$ cat config.mk
export PLATFORM = sky130hd
export DESIGN_NAME = acpw_aux_wake
export DESIGN_NICKNAME = d
export VERILOG_FILES = /design/src/acpw_pkg.sv /design/src/acpw_aux_wake.sv
export SDC_FILE = /design/constraint.sdc
export NUM_CORES = 1
export LEC_CHECK = 0
export ABC_CLOCK_PERIOD_IN_PS = 2800
export BUFFER_PORTS_ARGS = -buffer_cell sky130_fd_sc_hd__buf_2
export CORE_MARGIN = 1.5
export CORE_UTILIZATION = 58
export DETAILED_ROUTE_END_ITERATION = 6
export PLACE_DENSITY = 0.84
export SLEW_MARGIN = 20
export SYNTH_ARGS = -nofsm -noshare
export SYNTH_HDL_FRONTEND = slang
export SYNTH_SLANG_ARGS = --single-unit
$ cat constraint.sdc
create_clock -name clk -period 2.8 [get_ports clk]
set_input_delay 0.14 -clock clk [delete_from_list [all_inputs] [get_ports clk]]
set_output_delay 0.14 -clock clk [all_outputs]
set_load 0.01 [all_outputs]
$ cat src/acpw_pkg.sv
// Package with register map, field positions and reset values for the auxiliary configuration and wake block.
package acpw_pkg;
	localparam logic [7:0] OFS_PIN_ROUTING = 8'hc0;
	localparam logic [7:0] OFS_FORCED_CHG  = 8'hc1;
	localparam logic [7:0] OFS_RATE_SHADOW = 8'hc2;
	localparam logic [7:0] OFS_SER1_SHADOW = 8'hc3;
	localparam logic [7:0] OFS_SER2_SHADOW = 8'hc4;
	localparam logic [7:0] OFS_WAKE_OUTCTL = 8'hc5;
	localparam logic [7:0] OFS_WAKE_EVSTAT = 8'hc6;
	localparam logic [7:0] OFS_WAKE_SRCSTS = 8'hc7;
	localparam logic [7:0] OFS_WAKE_SRCEN  = 8'hc8;
	localparam logic [7:0] OFS_IRQ_STATUS  = 8'hd0;
	localparam logic [7:0] OFS_IRQ_MASK    = 8'hd1;
	localparam logic [7:0] RST_PIN_ROUTING = 8'h02;
	localparam logic [7:0] RST_FORCED_CHG  = 8'h03;
	localparam logic [7:0] RST_ZERO        = 8'h00;
	localparam int BIT_DMA3_SEL   = 1;
	localparam int BIT_KBC_SEL    = 3;
	localparam int BIT_FORCE_CHG  = 0;
	localparam int BIT_DISK_CHANGE_BIT     = 7;
	localparam int BIT_PME_OUTPUT_ENABLE     = 0;
	localparam int BIT_PME_FLAG   = 0;
	localparam logic [7:0] PIN_ROUTING_MASK = 8'h0a;
	localparam logic [7:0] RATE_MASK        = 8'hdf;
	localparam logic [7:0] FIFO_CTRL_MASK   = 8'hcf;
	localparam logic [7:0] WAKE_SRC_MASK    = 8'h1e;
	localparam int IRQ_WAKE_SRC  = 0;
	localparam int IRQ_PME_FLAG  = 1;
	localparam int IRQ_FORCE_CLR = 2;
	localparam logic [2:0] IRQ_MASK_BITS = 3'h7;
	localparam logic [7:0] UNMAPPED_READ = 8'h00;
endpackage : acpw_pkg

$ cat src/acpw_aux_wake.sv
// Auxiliary configuration registers with forced disk change latch, write-only shadows and wake event logic.
//
// Register access over Avalon-MM was left to the implementer.
`timescale 1ns/1ps

// ************************************************************
// Block top level.
// ************************************************************
// Summary of operation
// - Software may set forced media change by writing 1; writing 0 is ignored.
// - Step pulse with drive select 0 active clears forced media change.
// - Disk change bit 7 is disk_change_in_n OR (drive_select0_n AND forced change).
// - Floppy rate shadow returns last rate, write_sel_a, power-down and soft reset.
// - Each serial FIFO control shadow readable: enable, resets, DMA mode, threshold.
// - Wake output drives only when pme_output_enable is 1; default 0 suppresses it.
// - pme_output_enable resets only on standby_rail power-on.
// - pme_event_flag sets on any enabled wake condition, regardless of output enable.
// - Writing 1 clears pme_event_flag and releases the output; 0 does nothing.
// - pme_event_flag survives main-supply, soft and hard resets.
// - Each source event latches its wake status bit regardless of enables.
// - Writing 1 clears a wake status bit; writing 0 leaves it.
// - Output asserts for a source only if enabled, event raised and output enabled.
// - Disabled sources still record status but never assert the output.
// - Wake status and enable reset only on standby_rail power-on.
module acpw_aux_wake (
	input  wire logic       clk,                 // System clock, 25 MHz.
	input  wire logic       rstn,                // Main supply reset, active low.
	input  wire logic       standby_rstn,        // Standby rail power-on reset, active low.
	input  wire logic [7:0] avs_address,         // Register index.
	input  wire logic       avs_read,            // Read request.
	input  wire logic       avs_write,           // Write request.
	input  wire logic [7:0] avs_writedata,       // Write data.
	output logic      [7:0] avs_readdata,        // Read data.
	output logic            avs_waitrequest,     // Stall, low when answered.
	input  wire logic       step_pulse_n,        // Floppy step pin, active low.
	input  wire logic       drive_select0_n,     // Drive select 0 pin, active low.
	input  wire logic       disk_change_in_n,    // Disk change pin.
	input  wire logic       rate_wr,             // Floppy rate register write strobe.
	input  wire logic [7:0] rate_wdata,          // Floppy rate write value.
	input  wire logic       ser1_fifo_wr,        // Serial 1 FIFO control write strobe.
	input  wire logic       ser2_fifo_wr,        // Serial 2 FIFO control write strobe.
	input  wire logic [7:0] fifo_wdata,          // FIFO control write value.
	input  wire logic [4:1] wake_event,          // Wake source levels: ring2, ring1, keyboard, mouse.
	output logic            disk_change_bit,     // Digital input bit 7.
	output logic            dma3_route_sel,      // 1 selects default DMA 3 pins.
	output logic            kbc_pin_route_sel,   // 1 selects keyboard-controller pin functions.
	output logic            pme_n_out,           // Wake output level, low asserts.
	output logic            pme_n_oe,            // Wake output enable, open drain.
	output logic            irq                  // Level interrupt.
);
	// ************************************************************
	// Reset release and input synchronisers.
	// ************************************************************
	logic [1:0] rst_sync_r;
	logic [1:0] sb_sync_r;
	logic       rst_n_i;
	logic       sb_n_i;

	always_ff @(posedge clk or negedge rstn) begin
		if (!rstn) begin
			rst_sync_r <= 2'h0;
		end else begin
			rst_sync_r <= {rst_sync_r[0], 1'b1};
		end
	end

	always_ff @(posedge clk or negedge standby_rstn) begin
		if (!standby_rstn) begin
			sb_sync_r <= 2'h0;
		end else begin
			sb_sync_r <= {sb_sync_r[0], 1'b1};
		end
	end

	assign rst_n_i = rst_sync_r[1];
	assign sb_n_i  = sb_sync_r[1];

	logic [6:0] pin_s1_r;
	logic [6:0] pin_s2_r;
	logic       step_prev_r;

	// Pins enter the first flop untouched, so nothing but the second flop reads a metastable value.
	always_ff @(posedge clk or negedge sb_n_i) begin
		if (!sb_n_i) begin
			pin_s1_r    <= 7'h07;
			pin_s2_r    <= 7'h07;
			step_prev_r <= 1'b1;
		end else begin
			pin_s1_r    <= {wake_event, disk_change_in_n, drive_select0_n, step_pulse_n};
			pin_s2_r    <= pin_s1_r;
			step_prev_r <= pin_s2_r[0];
		end
	end

	logic       step_fall;
	logic       ds0_n_s;
	logic       disk_change_bit_n_s;
	logic [4:1] wake_s;
	logic [4:1] wake_prev_r;
	logic [4:1] wake_rise;

	assign step_fall  = step_prev_r & ~pin_s2_r[0];
	assign ds0_n_s    = pin_s2_r[1];
	assign disk_change_bit_n_s = pin_s2_r[2];
	assign wake_s     = pin_s2_r[6:3];

	always_ff @(posedge clk or negedge sb_n_i) begin
		if (!sb_n_i) begin
			wake_prev_r <= 4'h0;
		end else begin
			wake_prev_r <= wake_s;
		end
	end

	assign wake_rise = wake_s & ~wake_prev_r;

	// ************************************************************
	// Bus decode. Every access is answered one cycle after it is raised.
	// ************************************************************
	logic       ack_r;
	logic       wr_hit;
	logic [7:0] wd;

	always_ff @(posedge clk or negedge rst_n_i) begin
		if (!rst_n_i) begin
			ack_r <= 1'b0;
		end else begin
			ack_r <= (avs_read | avs_write) & ~ack_r;
		end
	end

	assign avs_waitrequest = (avs_read | avs_write) & ~ack_r;
	assign wr_hit          = avs_write & ack_r;
	assign wd              = avs_writedata;

	function automatic logic wr_at(input logic hit, input logic [7:0] a, input logic [7:0] ofs);
		return hit && (a == ofs);
	endfunction

	// ************************************************************
	// Main-supply registers.
	// ************************************************************
	logic [7:0] pin_routing_r;
	logic       force_chg_r;
	logic [7:0] rate_shadow_r;
	logic [7:0] ser1_shadow_r;
	logic [7:0] ser2_shadow_r;
	logic       force_set;
	logic       force_clr;

	always_ff @(posedge clk or negedge rst_n_i) begin
		if (!rst_n_i) begin
			pin_routing_r <= acpw_pkg::RST_PIN_ROUTING;
		end else if (wr_at(wr_hit, avs_address, acpw_pkg::OFS_PIN_ROUTING)) begin
			pin_routing_r <= wd & acpw_pkg::PIN_ROUTING_MASK;
		end
	end

	assign dma3_route_sel    = pin_routing_r[acpw_pkg::BIT_DMA3_SEL];
	assign kbc_pin_route_sel = pin_routing_r[acpw_pkg::BIT_KBC_SEL];

	assign force_set = wr_at(wr_hit, avs_address, acpw_pkg::OFS_FORCED_CHG) && wd[acpw_pkg::BIT_FORCE_CHG];
	assign force_clr = step_fall & ~ds0_n_s;

	// A write and a step in one cycle leave the bit set, so a software request is never lost.
	always_ff @(posedge clk or negedge rst_n_i) begin
		if (!rst_n_i) begin
			force_chg_r <= acpw_pkg::RST_FORCED_CHG[acpw_pkg::BIT_FORCE_CHG];
		end else if (force_set) begin
			force_chg_r <= 1'b1;
		end else if (force_clr) begin
			force_chg_r <= 1'b0;
		end
	end

	always_ff @(posedge clk or negedge rst_n_i) begin
		if (!rst_n_i) begin
			disk_change_bit <= 1'b0;
		end else begin
			disk_change_bit <= disk_change_bit_n_s | (ds0_n_s & force_chg_r);
		end
	end

	always_ff @(posedge clk or negedge rst_n_i) begin
		if (!rst_n_i) begin
			rate_shadow_r <= acpw_pkg::RST_ZERO;
			ser1_shadow_r <= acpw_pkg::RST_ZERO;
			ser2_shadow_r <= acpw_pkg::RST_ZERO;
		end else begin
			if (rate_wr) begin
				rate_shadow_r <= rate_wdata & acpw_pkg::RATE_MASK;
			end
			if (ser1_fifo_wr) begin
				ser1_shadow_r <= fifo_wdata & acpw_pkg::FIFO_CTRL_MASK;
			end
			if (ser2_fifo_wr) begin
				ser2_shadow_r <= fifo_wdata & acpw_pkg::FIFO_CTRL_MASK;
			end
		end
	end

	// ************************************************************
	// Standby-rail wake registers.
	// ************************************************************
	// The main reset never reaches these registers; only the standby reset clears them.
	logic       pme_output_enable_r;
	logic       pme_flag_r;
	logic [4:1] wake_sts_r;
	logic [4:1] wake_en_r;
	logic       wake_cond;
	logic       flag_clr;

	always_ff @(posedge clk or negedge sb_n_i) begin
		if (!sb_n_i) begin
			pme_output_enable_r  <= 1'b0;
			wake_en_r <= 4'h0;
		end else begin
			if (wr_at(wr_hit, avs_address, acpw_pkg::OFS_WAKE_OUTCTL)) begin
				pme_output_enable_r <= wd[acpw_pkg::BIT_PME_OUTPUT_ENABLE];
			end
			if (wr_at(wr_hit, avs_address, acpw_pkg::OFS_WAKE_SRCEN)) begin
				wake_en_r <= wd[4:1];
			end
		end
	end

	always_ff @(posedge clk or negedge sb_n_i) begin
		if (!sb_n_i) begin
			wake_sts_r <= 4'h0;
		end else if (wr_at(wr_hit, avs_address, acpw_pkg::OFS_WAKE_SRCSTS)) begin
			wake_sts_r <= (wake_sts_r & ~wd[4:1]) | wake_rise;
		end else begin
			wake_sts_r <= wake_sts_r | wake_rise;
		end
	end

	assign wake_cond = |(wake_rise & wake_en_r);
	assign flag_clr  = wr_at(wr_hit, avs_address, acpw_pkg::OFS_WAKE_EVSTAT) && wd[acpw_pkg::BIT_PME_FLAG];

	always_ff @(posedge clk or negedge sb_n_i) begin
		if (!sb_n_i) begin
			pme_flag_r <= 1'b0;
		end else if (wake_cond) begin
			pme_flag_r <= 1'b1;
		end else if (flag_clr) begin
			pme_flag_r <= 1'b0;
		end
	end

	// Open-drain wake output only pulls low, never drives high.
	assign pme_n_out = 1'b0;
	assign pme_n_oe  = pme_flag_r & pme_output_enable_r;

	// ************************************************************
	// Interrupt status and mask.
	// ************************************************************
	logic [2:0] irq_sts_r;
	logic [2:0] irq_mask_r;
	logic [2:0] irq_set;

	// A new event wins over a clear written in the same cycle, so no event is lost.
	assign irq_set = {force_clr & force_chg_r, wake_cond, |wake_rise};

	always_ff @(posedge clk or negedge rst_n_i) begin
		if (!rst_n_i) begin
			irq_sts_r  <= 3'h0;
			irq_mask_r <= 3'h0;
		end else begin
			if (wr_at(wr_hit, avs_address, acpw_pkg::OFS_IRQ_STATUS)) begin
				irq_sts_r <= (irq_sts_r & ~wd[2:0]) | irq_set;
			end else begin
				irq_sts_r <= irq_sts_r | irq_set;
			end
			if (wr_at(wr_hit, avs_address, acpw_pkg::OFS_IRQ_MASK)) begin
				irq_mask_r <= wd[2:0] & acpw_pkg::IRQ_MASK_BITS;
			end
		end
	end

	assign irq = |(irq_sts_r & irq_mask_r);

	// ************************************************************
	// Read data.
	// ************************************************************
	always_ff @(posedge clk or negedge rst_n_i) begin
		if (!rst_n_i) begin
			avs_readdata <= 8'h00;
		end else if (avs_read && !ack_r) begin
			unique case (avs_address)
				acpw_pkg::OFS_PIN_ROUTING: avs_readdata <= pin_routing_r;
				acpw_pkg::OFS_FORCED_CHG:  avs_readdata <= {7'h00, force_chg_r};
				acpw_pkg::OFS_RATE_SHADOW: avs_readdata <= rate_shadow_r;
				acpw_pkg::OFS_SER1_SHADOW: avs_readdata <= ser1_shadow_r;
				acpw_pkg::OFS_SER2_SHADOW: avs_readdata <= ser2_shadow_r;
				acpw_pkg::OFS_WAKE_OUTCTL: avs_readdata <= {7'h00, pme_output_enable_r};
				acpw_pkg::OFS_WAKE_EVSTAT: avs_readdata <= {7'h00, pme_flag_r};
				acpw_pkg::OFS_WAKE_SRCSTS: avs_readdata <= {3'h0, wake_sts_r, 1'b0};
				acpw_pkg::OFS_WAKE_SRCEN:  avs_readdata <= {3'h0, wake_en_r, 1'b0};
				acpw_pkg::OFS_IRQ_STATUS:  avs_readdata <= {5'h00, irq_sts_r};
				acpw_pkg::OFS_IRQ_MASK:    avs_readdata <= {5'h00, irq_mask_r};
				default:                   avs_readdata <= acpw_pkg::UNMAPPED_READ;
			endcase
		end
	end

	// ************************************************************
	// Checks.
	// ************************************************************
	force_write_a: assert property (@(posedge clk) disable iff (!rst_n_i)
		force_set |=> force_chg_r)
		else $error("forced change not set by write");
	force_hold_a: assert property (@(posedge clk) disable iff (!rst_n_i)
		(force_chg_r && !force_clr) |=> force_chg_r)
		else $error("forced change cleared without step");
	step_clear_a: assert property (@(posedge clk) disable iff (!rst_n_i)
		(force_clr && !force_set) |=> !force_chg_r)
		else $error("step did not clear forced change");
	disk_change_bit_calc_a: assert property (@(posedge clk) disable iff (!rst_n_i)
		1'b1 |=> disk_change_bit == $past(disk_change_bit_n_s | (ds0_n_s & force_chg_r)))
		else $error("disk change bit wrong");
	rate_copy_a: assert property (@(posedge clk) disable iff (!rst_n_i)
		rate_wr |=> rate_shadow_r == ($past(rate_wdata) & acpw_pkg::RATE_MASK))
		else $error("rate shadow not updated");
	ser_copy_a: assert property (@(posedge clk) disable iff (!rst_n_i)
		ser1_fifo_wr |=> ser1_shadow_r == ($past(fifo_wdata) & acpw_pkg::FIFO_CTRL_MASK))
		else $error("serial shadow not updated");
	ser2_copy_a: assert property (@(posedge clk) disable iff (!rst_n_i)
		ser2_fifo_wr |=> ser2_shadow_r == ($past(fifo_wdata) & acpw_pkg::FIFO_CTRL_MASK))
		else $error("second serial shadow not updated");
	pme_gate_a: assert property (@(posedge clk) disable iff (!sb_n_i)
		!pme_output_enable_r |-> !pme_n_oe)
		else $error("wake output driven while disabled");
	out_enable_a: assert property (@(posedge clk) disable iff (!sb_n_i)
		wr_at(wr_hit, avs_address, acpw_pkg::OFS_WAKE_OUTCTL) |=> pme_output_enable_r == $past(wd[acpw_pkg::BIT_PME_OUTPUT_ENABLE]))
		else $error("output enable not written");
	flag_set_a: assert property (@(posedge clk) disable iff (!sb_n_i)
		wake_cond |=> pme_flag_r)
		else $error("event flag not set");
	flag_clear_a: assert property (@(posedge clk) disable iff (!sb_n_i)
		(flag_clr && !wake_cond) |=> !pme_flag_r && !pme_n_oe)
		else $error("event flag not cleared");
	sts_latch_a: assert property (@(posedge clk) disable iff (!sb_n_i)
		wake_rise[4] |=> wake_sts_r[4])
		else $error("wake status not latched");
	sts_w1c_a: assert property (@(posedge clk) disable iff (!sb_n_i)
		(wr_at(wr_hit, avs_address, acpw_pkg::OFS_WAKE_SRCSTS) && wd[3] && !wake_rise[3]) |=> !wake_sts_r[3])
		else $error("wake status not cleared");
	sts_keep_a: assert property (@(posedge clk) disable iff (!sb_n_i)
		(wr_at(wr_hit, avs_address, acpw_pkg::OFS_WAKE_SRCSTS) && wd[4:1] == 4'h0 && wake_rise == 4'h0)
		|=> $stable(wake_sts_r))
		else $error("wake status changed by zero write");
	drive_cause_a: assert property (@(posedge clk) disable iff (!sb_n_i)
		$rose(pme_n_oe) |-> pme_output_enable_r && ($past(wake_cond) || $past(pme_flag_r)))
		else $error("wake output without cause");
	src_drive_a: assert property (@(posedge clk) disable iff (!sb_n_i)
		(|(wake_rise & wake_en_r) && pme_output_enable_r && !wr_at(wr_hit, avs_address, acpw_pkg::OFS_WAKE_OUTCTL))
		|=> pme_n_oe)
		else $error("enabled source did not drive output");
	src_enable_a: assert property (@(posedge clk) disable iff (!sb_n_i)
		wr_at(wr_hit, avs_address, acpw_pkg::OFS_WAKE_SRCEN) |=> wake_en_r == $past(wd[4:1]))
		else $error("wake enable not written");
	masked_src_a: assert property (@(posedge clk) disable iff (!sb_n_i)
		(wake_rise == 4'h2 && !wake_en_r[2] && !pme_flag_r) |=> !pme_flag_r)
		else $error("disabled source raised flag");
	enable_keep_a: assert property (@(posedge clk) disable iff (!sb_n_i)
		!rst_n_i |=> $stable(pme_output_enable_r) && $stable(wake_en_r))
		else $error("standby register lost in main reset");
	flag_keep_a: assert property (@(posedge clk) disable iff (!sb_n_i)
		(!rst_n_i && !wake_cond) |=> $stable(pme_flag_r))
		else $error("event flag lost in main reset");
	route_a: assert property (@(posedge clk) disable iff (!rst_n_i)
		wr_at(wr_hit, avs_address, acpw_pkg::OFS_PIN_ROUTING)
		|=> {kbc_pin_route_sel, dma3_route_sel} == $past({wd[acpw_pkg::BIT_KBC_SEL], wd[acpw_pkg::BIT_DMA3_SEL]}))
		else $error("routing select mismatch");

	wake_out_c: cover property (@(posedge clk) disable iff (!sb_n_i) $rose(pme_n_oe));
	flag_clr_c: cover property (@(posedge clk) disable iff (!sb_n_i) flag_clr && pme_flag_r);
	step_clr_c: cover property (@(posedge clk) disable iff (!rst_n_i) force_clr && force_chg_r);
	masked_c:   cover property (@(posedge clk) disable iff (!sb_n_i) |(wake_rise & ~wake_en_r));
	irq_c:      cover property (@(posedge clk) disable iff (!rst_n_i) $rose(irq));
endmodule // acpw_aux_wake

==> results of run 1 <==
[cell type report]
type / count / area (um^2)
Clock buffer: 13 / 158.9
Clock inverter: 3 / 42.54
Fill cell: 370 / 1468
Inverter: 3 / 11.26
Multi-Input combinational cell: 153 / 1180
Sequential cell: 70 / 1764
Tap cell: 70 / 87.58
Timing Repair Buffer: 63 / 362.8
[worst paths after layout]
path,endpoint,slack (ns),depth (start not counted)
worst max-delay path,avs_readdata[3],1.21,4
min in group asynchronous,sb_sync_r[0],0.11,2
worst min register to register,rate_shadow_r[1],0.28,1
worst max register to register,avs_readdata[3],1.21,4
max in group asynchronous,wake_prev_r[4],2.12,0
worst min-delay path,rate_shadow_r[3],0.03,2
[critical path, stage by stage (launching register included)]
cell and delay [ns]:
dfrtp_1 0.39, nand2b_1 0.31, nor3_1 0.09, a22oi_1 0.46, o21ai_0 0.19
[sequential cells by signal, indices dropped and copies added (netlist names), 4 cells and up]
register       cells
avs_readdata       7
pin_s1_r           7
pin_s2_r           7
rate_shadow_r      7
ser1_shadow_r      6
ser2_shadow_r      6
wake_en_r          4
wake_prev_r        4
wake_sts_r         4
[per-layer routing]
layer / track usage, % / wire, um / share of wire (%) / vias up
met5: 0 / 0 / 0 / -
met4: 9.325 / 108 / 1.8 / 0
met3: 6.560 / 297 / 5.0 / 14
met2: 38.15 / 2900 / 48 / 69
met1: 30.56 / 2692 / 45 / 1011
li1: - / - / - / 978
[cell families after synthesis]
logic type             Yosys count  share of synthesized area, %
AOI/OAI and AO/OA               42                         10.06
DFF                             70                         58.32
buffers and inverters           16                         2.897
other                            2                        0.2484
and+or+nand+nor                 70                         14.41
muxes                           37                         14.07
[cells in the final DEF (no fill, tap or decap), types with 3 or more instances in the layout]
cell / synthesis / final
a31oi_1: 4 / 4
buf_2: 4 / 53
dlygate4sd3_1: 0 / 9
nand3_1: 3 / 3
mux2_2: 28 / 28
conb_1: 2 / 4
inv_1: 3 / 3
dfstp_2: 9 / 9
a21o_1: 7 / 7
nor2b_1: 7 / 7
dfrtp_1: 61 / 60
nor2_1: 10 / 10
mux2i_1: 5 / 5
clkbuf_8: 0 / 11
nand2_1: 25 / 25
a22oi_1: 7 / 7
o21ai_0: 6 / 6
o22ai_1: 3 / 3
mux2_4: 4 / 4
[power groups by stage]
stage          logic, mW  clock network (mW)  registers [mW]
2_1_floorplan      0.117                   0            1.13
3_3_place_gp       0.173                   0            1.13
3_5_place_dp       0.177                   0            1.14
4_1_cts            0.188               0.829            1.12
5_1_grt            0.205               0.876            1.12
6_report           0.187               0.811            1.12
[per-stage QoR]
stage	power (mW)	instances	setup slack (ns)
2_1_floorplan	1.243	239	1.434
3_3_place_gp	1.306	350	1.231
3_5_place_dp	1.314	350	1.199
4_1_cts	2.134	375	1.202
5_1_grt	2.205	375	1.065
6_report	2.115	375	1.214
[repair_timing]
action	4_1_cts	5_1_grt
hold buffers	9	0
setup buffers	0	0
hold endpoints to repair	11	0
==> impl_metrics.ini, run 1 <==
[status]
outcome = completed

[detailed_routing]
route.detailed.drc = 0
routedWlPerCell_um = 16.00
vias = 2072
antenna_left = 0
viasPerCell = 5.525
drt_iter0_drc = 143
firstDrtPassIters = 4
routed_wl_um = 5999

[cells_and_area]
finish.utilization_pct = 71.08
diodes = 0
area_delta_synth_final_pct = 19.33
fin_area_um2 = 3607
layout-drive-gt1-share_pct = 39.02
nets = 347

[power_and_ir_drop]
ir_drop_mv = 0.4434
p_switching_mw = 0.4874
intPower_mw = 1.627
switching_share_pct = 23.05
p_clk_share_pct = 38.4
pwr-share-seq_pct = 52.8
powerDensity_nw_per_um2 = 586.2
combPwrFrac_pct = 8.8
cellLeakagePower_nw = 1.634

[floorplan]
die_y_um = 75.20
rows = 26
initial_utilization_pct = 59.57
die_w_um = 75.20
core_area_um2 = 5075
io_pins = 62
die-area_um2 = 5654

[worst_setup_path]
crit_path_start = ack_r
r2r-start = ack_r
cp_max_fo = 9
cp.required_ns = 2.99
endpoint_kind = register
worstSetupPathType = reg -> reg
cp-start-kind = register
arrival_ns = 1.77

[global_routing]
grt_max_degree = 38
overflow = 0
grt_first_pass_wirelength_um = 9563
grt_pass1_vias = 2035
groute.usage.overall_pct = 23.63
antenna_found_initial = 0

[min_path]
hold_class = in -> reg
hp-start = rate_wdata[3]

[clocking]
cts-root-buf = clkbuf_8
clkTransAtPathRegs_ns = 0.07
clkSinkCount = 70
cts_tree = yes
cts_resized = 0
cts_buffers = 9
clock_path_buffers = 2
insertion_delay_ns = 0.34
cts_htree_levels = 3

[synth]
async_reset_ff_share_pct = 100.0
netlist_area_um2 = 3023
yosys_warnings = 0
synth_edf_count = 0
synth_top_cell_by_area = dfrtp_1
synth.area.top_cells = dfrtp_1, mux2_2, dfstp_2
synth_most_common_cell = dfrtp_1
ys_ff_latch = 70
syn_avg_cell_area_um2 = 12.75
ys.flop_type = dfrtp_1
synthTopCellsByCount = dfrtp_1, mux2_2, nand2_1
synth_cells = 237
ys_seq_area_share_pct = 58.32
yosysUniqueCellTypes = 51
yosysTopAreaCellShare_pct = 50.50

[placement]
dpl_cell_area_um2 = 3314
hpwl_um = 4329
place_congestion = 0.9496
io_buffers = 53

[sta]
fmax_ghz = 0.6306
slew_viol_final = 0
finalClockSkew_ns = 0.006920
fin_crit_sh_pct = 56.64
hold_ws_ns = 0.02999
period_minus_slack_ns = 1.586
finalSetupTns_ns = 0
max_slew_margin_pct = 59.26
worst_pin_slew_ns = 0.6111
rsz0062_at_grt = false
hold_viol_final = 0
setup_viol = 0

[run]
maxCapViolCount = 0
Note: power is estimated with default switching activity, not from simulation.
==> run 2, diff against run 1 <==
--- a/config.mk
+++ b/config.mk
@@ -5,12 +5,12 @@
 export SDC_FILE = /design/constraint.sdc
 export NUM_CORES = 1
 export LEC_CHECK = 0
-export ABC_CLOCK_PERIOD_IN_PS = 2800
+export ABC_CLOCK_PERIOD_IN_PS = 1600
 export BUFFER_PORTS_ARGS = -buffer_cell sky130_fd_sc_hd__buf_2
 export CORE_MARGIN = 1.5
-export CORE_UTILIZATION = 58
+export CORE_UTILIZATION = 54
 export DETAILED_ROUTE_END_ITERATION = 6
-export PLACE_DENSITY = 0.84
+export PLACE_DENSITY = 0.79
 export SLEW_MARGIN = 20
 export SYNTH_ARGS = -nofsm -noshare
 export SYNTH_HDL_FRONTEND = slang
==> constraint.sdc (replaced) <==
create_clock -name clk -period 1.6 [get_ports clk]
set_input_delay 0.08 -clock clk [delete_from_list [all_inputs] [get_ports clk]]
set_output_delay 0.08 -clock clk [all_outputs]
set_load 0.01 [all_outputs]
==> run 2 against run 1 <==
  * Hold slack gained 0.0022 ns
  * Cell count increased by 7.2%
  * Clock skew rose by 0.0036 ns
  * Wire length is 6.8% higher
  * Maximum frequency increased by 5.7%
  * Count of clock-buffer cells in the layout did not move
  * Via count is 7.0% higher
  * Combinational power rose by 110%
  * Non-clock buffer count up 25
  * Flip-flop and latch count unchanged
  * Critical path depth is 1 higher
  * First-iteration DRC count up 64%
  * Highest routed layer unchanged
==> impl_metrics.ini, run 2 (synthesis gave the netlist of run 1 again) <==
[status]
outcome = completed

[power_and_ir_drop]
intPower_mw = 2.890
cellLeakagePower_nw = 1.747
p_switching_mw = 0.8896
combPwrFrac_pct = 10.2
p_clk_share_pct = 38.2
ir_drop_mv = 0.7468
pwr-share-seq_pct = 51.6
powerDensity_nw_per_um2 = 982.1
switching_share_pct = 23.54
total_power_mw = 3.780

[global_routing]
overflow = 0
grt_pass1_vias = 2291
antenna_found_initial = 0
grt_max_degree = 38
groute.usage.overall_pct = 23.70
grt_first_pass_wirelength_um = 10620

[detailed_routing]
firstDrtPassIters = 6
routed_wl_um = 6407
viasPerCell = 5.515
drt_iter0_drc = 235
vias = 2217
antenna_left = 0
routedWlPerCell_um = 15.94
route.detailed.drc = 0

[cells_and_area]
final_cell_mix = dfrtp_1, buf_2, mux2_2, nand2_1, dlygate4sd3_1
finish.utilization_pct = 70.76
layout-drive-gt1-share_pct = 38.79
area_delta_synth_final_pct = 27.32
diodes = 0
layout_commonest_cell = dfrtp_1
instances_no_fill = 402
nets = 372
n_fill_cell = 398

[clocking]
insertion_delay_ns = 0.34
cts_htree_levels = 3
cts_tree = yes
clock_path_buffers = 2
cts_buffers = 9
cts-root-buf = clkbuf_8
clkTransAtPathRegs_ns = 0.07
clkSinkCount = 70
cts_setup_buffers = 0

[floorplan]
rows = 27
initial_utilization_pct = 55.58
die-area_um2 = 6056
core_area_um2 = 5439
die_y_um = 77.82
die_w_um = 77.82
io_pins = 62

[placement]
io_buffers = 53
place_congestion = 0.9286
hpwl_um = 4735
placedCellCount = 362
pre_cts_ws_ns = 0.1236

[worst_setup_path]
cp-start-kind = register
cp_cell_sequence = and2_1 > nand2_1 > inv_1 > and3_2 > mux2_2
cp_max_fo = 4
rrSetupSlack_ns = 0.1
path_buf_inv = 1
arrival_ns = 1.73
critPathMaxStageDelay_ns = 0.39
endpoint_kind = register
worstSetupPathType = reg -> reg
cp.required_ns = 1.83
slowest_stage = dfrtp_1
critPathTopFamily = simple AND/OR/NAND/NOR gates

[sta]
setup_viol = 0
finalClockSkew_ns = 0.01054
fin_crit_sh_pct = 93.80
period_minus_slack_ns = 1.501
finalSetupTns_ns = 0
rsz0062_at_grt = false
setup_slack_ns = 0.09922
slew_viol_final = 0
hold_viol_final = 0
fmax_ghz = 0.6663

[run]
maxCapViolCount = 0

[min_path]
hold_class = in -> reg
## run 2: changes by cell type in the layout (fill, tap and decap cells not counted), sizes merged
cell / delta
dlygate4sd3: +15
buf: +10
clkinv: -1
clkinvlp: +1
## run 2: stage by stage
| stage | hold slack (ns) | instance area, um^2 |
|---|---|---|
| 5_1_grt | 0.01136 | 3849 |
| 3_3_place_gp | -0.1347 | 3405 |
| 4_1_cts | 0.004649 | 3849 |
| 3_5_place_dp | -0.1322 | 3405 |
| 6_report | 0.03221 | 3849 |
| 2_1_floorplan | -0.2156 | 3030 |
## run 2: worst min-delay path, cell delays in order
cell	delay (ns)
buf_2	0.11
nor2_1	0.08
nor2_1	0.06
## run 2: metal layers
layer  wire, um  part of all wire, %  track usage, %
met1       2609                   41           26.57
met2       3248                   51           40.52
met3        383                  6.0           7.765
met4        166                  2.6           11.27
met5          0                    0               0
## run 2: worst paths after layout
check,cells past startpoint,from,end
min reg2reg,0,sb_sync_r[1],pin_s1_r[3]
min in group asynchronous,2,standby_rstn,sb_sync_r[0]
max reg2reg,5,ack_r,irq_mask_r[0]
min,3,avs_read,ack_r
max,5,ack_r,irq_mask_r[0]
max in group asynchronous,1,sb_sync_r[1],pin_s2_r[0]
## run 2: power groups by stage
stage,Combinational [mW],Sequential (mW),Clock [mW]
3_3_place_gp,0.332,1.97,0
4_1_cts,0.388,1.95,1.50
5_1_grt,0.420,1.96,1.57
2_1_floorplan,0.205,1.97,0
3_5_place_dp,0.343,1.98,0
6_report,0.386,1.95,1.44
## run 2: layout make-up
cell class	count	area (um^2)	share of cell area, %
Multi-Input combinational cell	153	1180	30.66
Sequential cell	70	1763	45.81
Inverter	3	11.26	0.2926
Timing Repair Buffer	88	600.6	15.60
Clock inverter	3	45.04	1.170
Clock buffer	13	158.9	4.129
Tap cell	72	90.09	2.341
## run 2: what timing repair did
action                                  CTS  global route
endpoints found under the hold margin    33             0
endpoints found under the setup margin    0             1
gates resized for setup                   0             1
hold buffers                             24             0
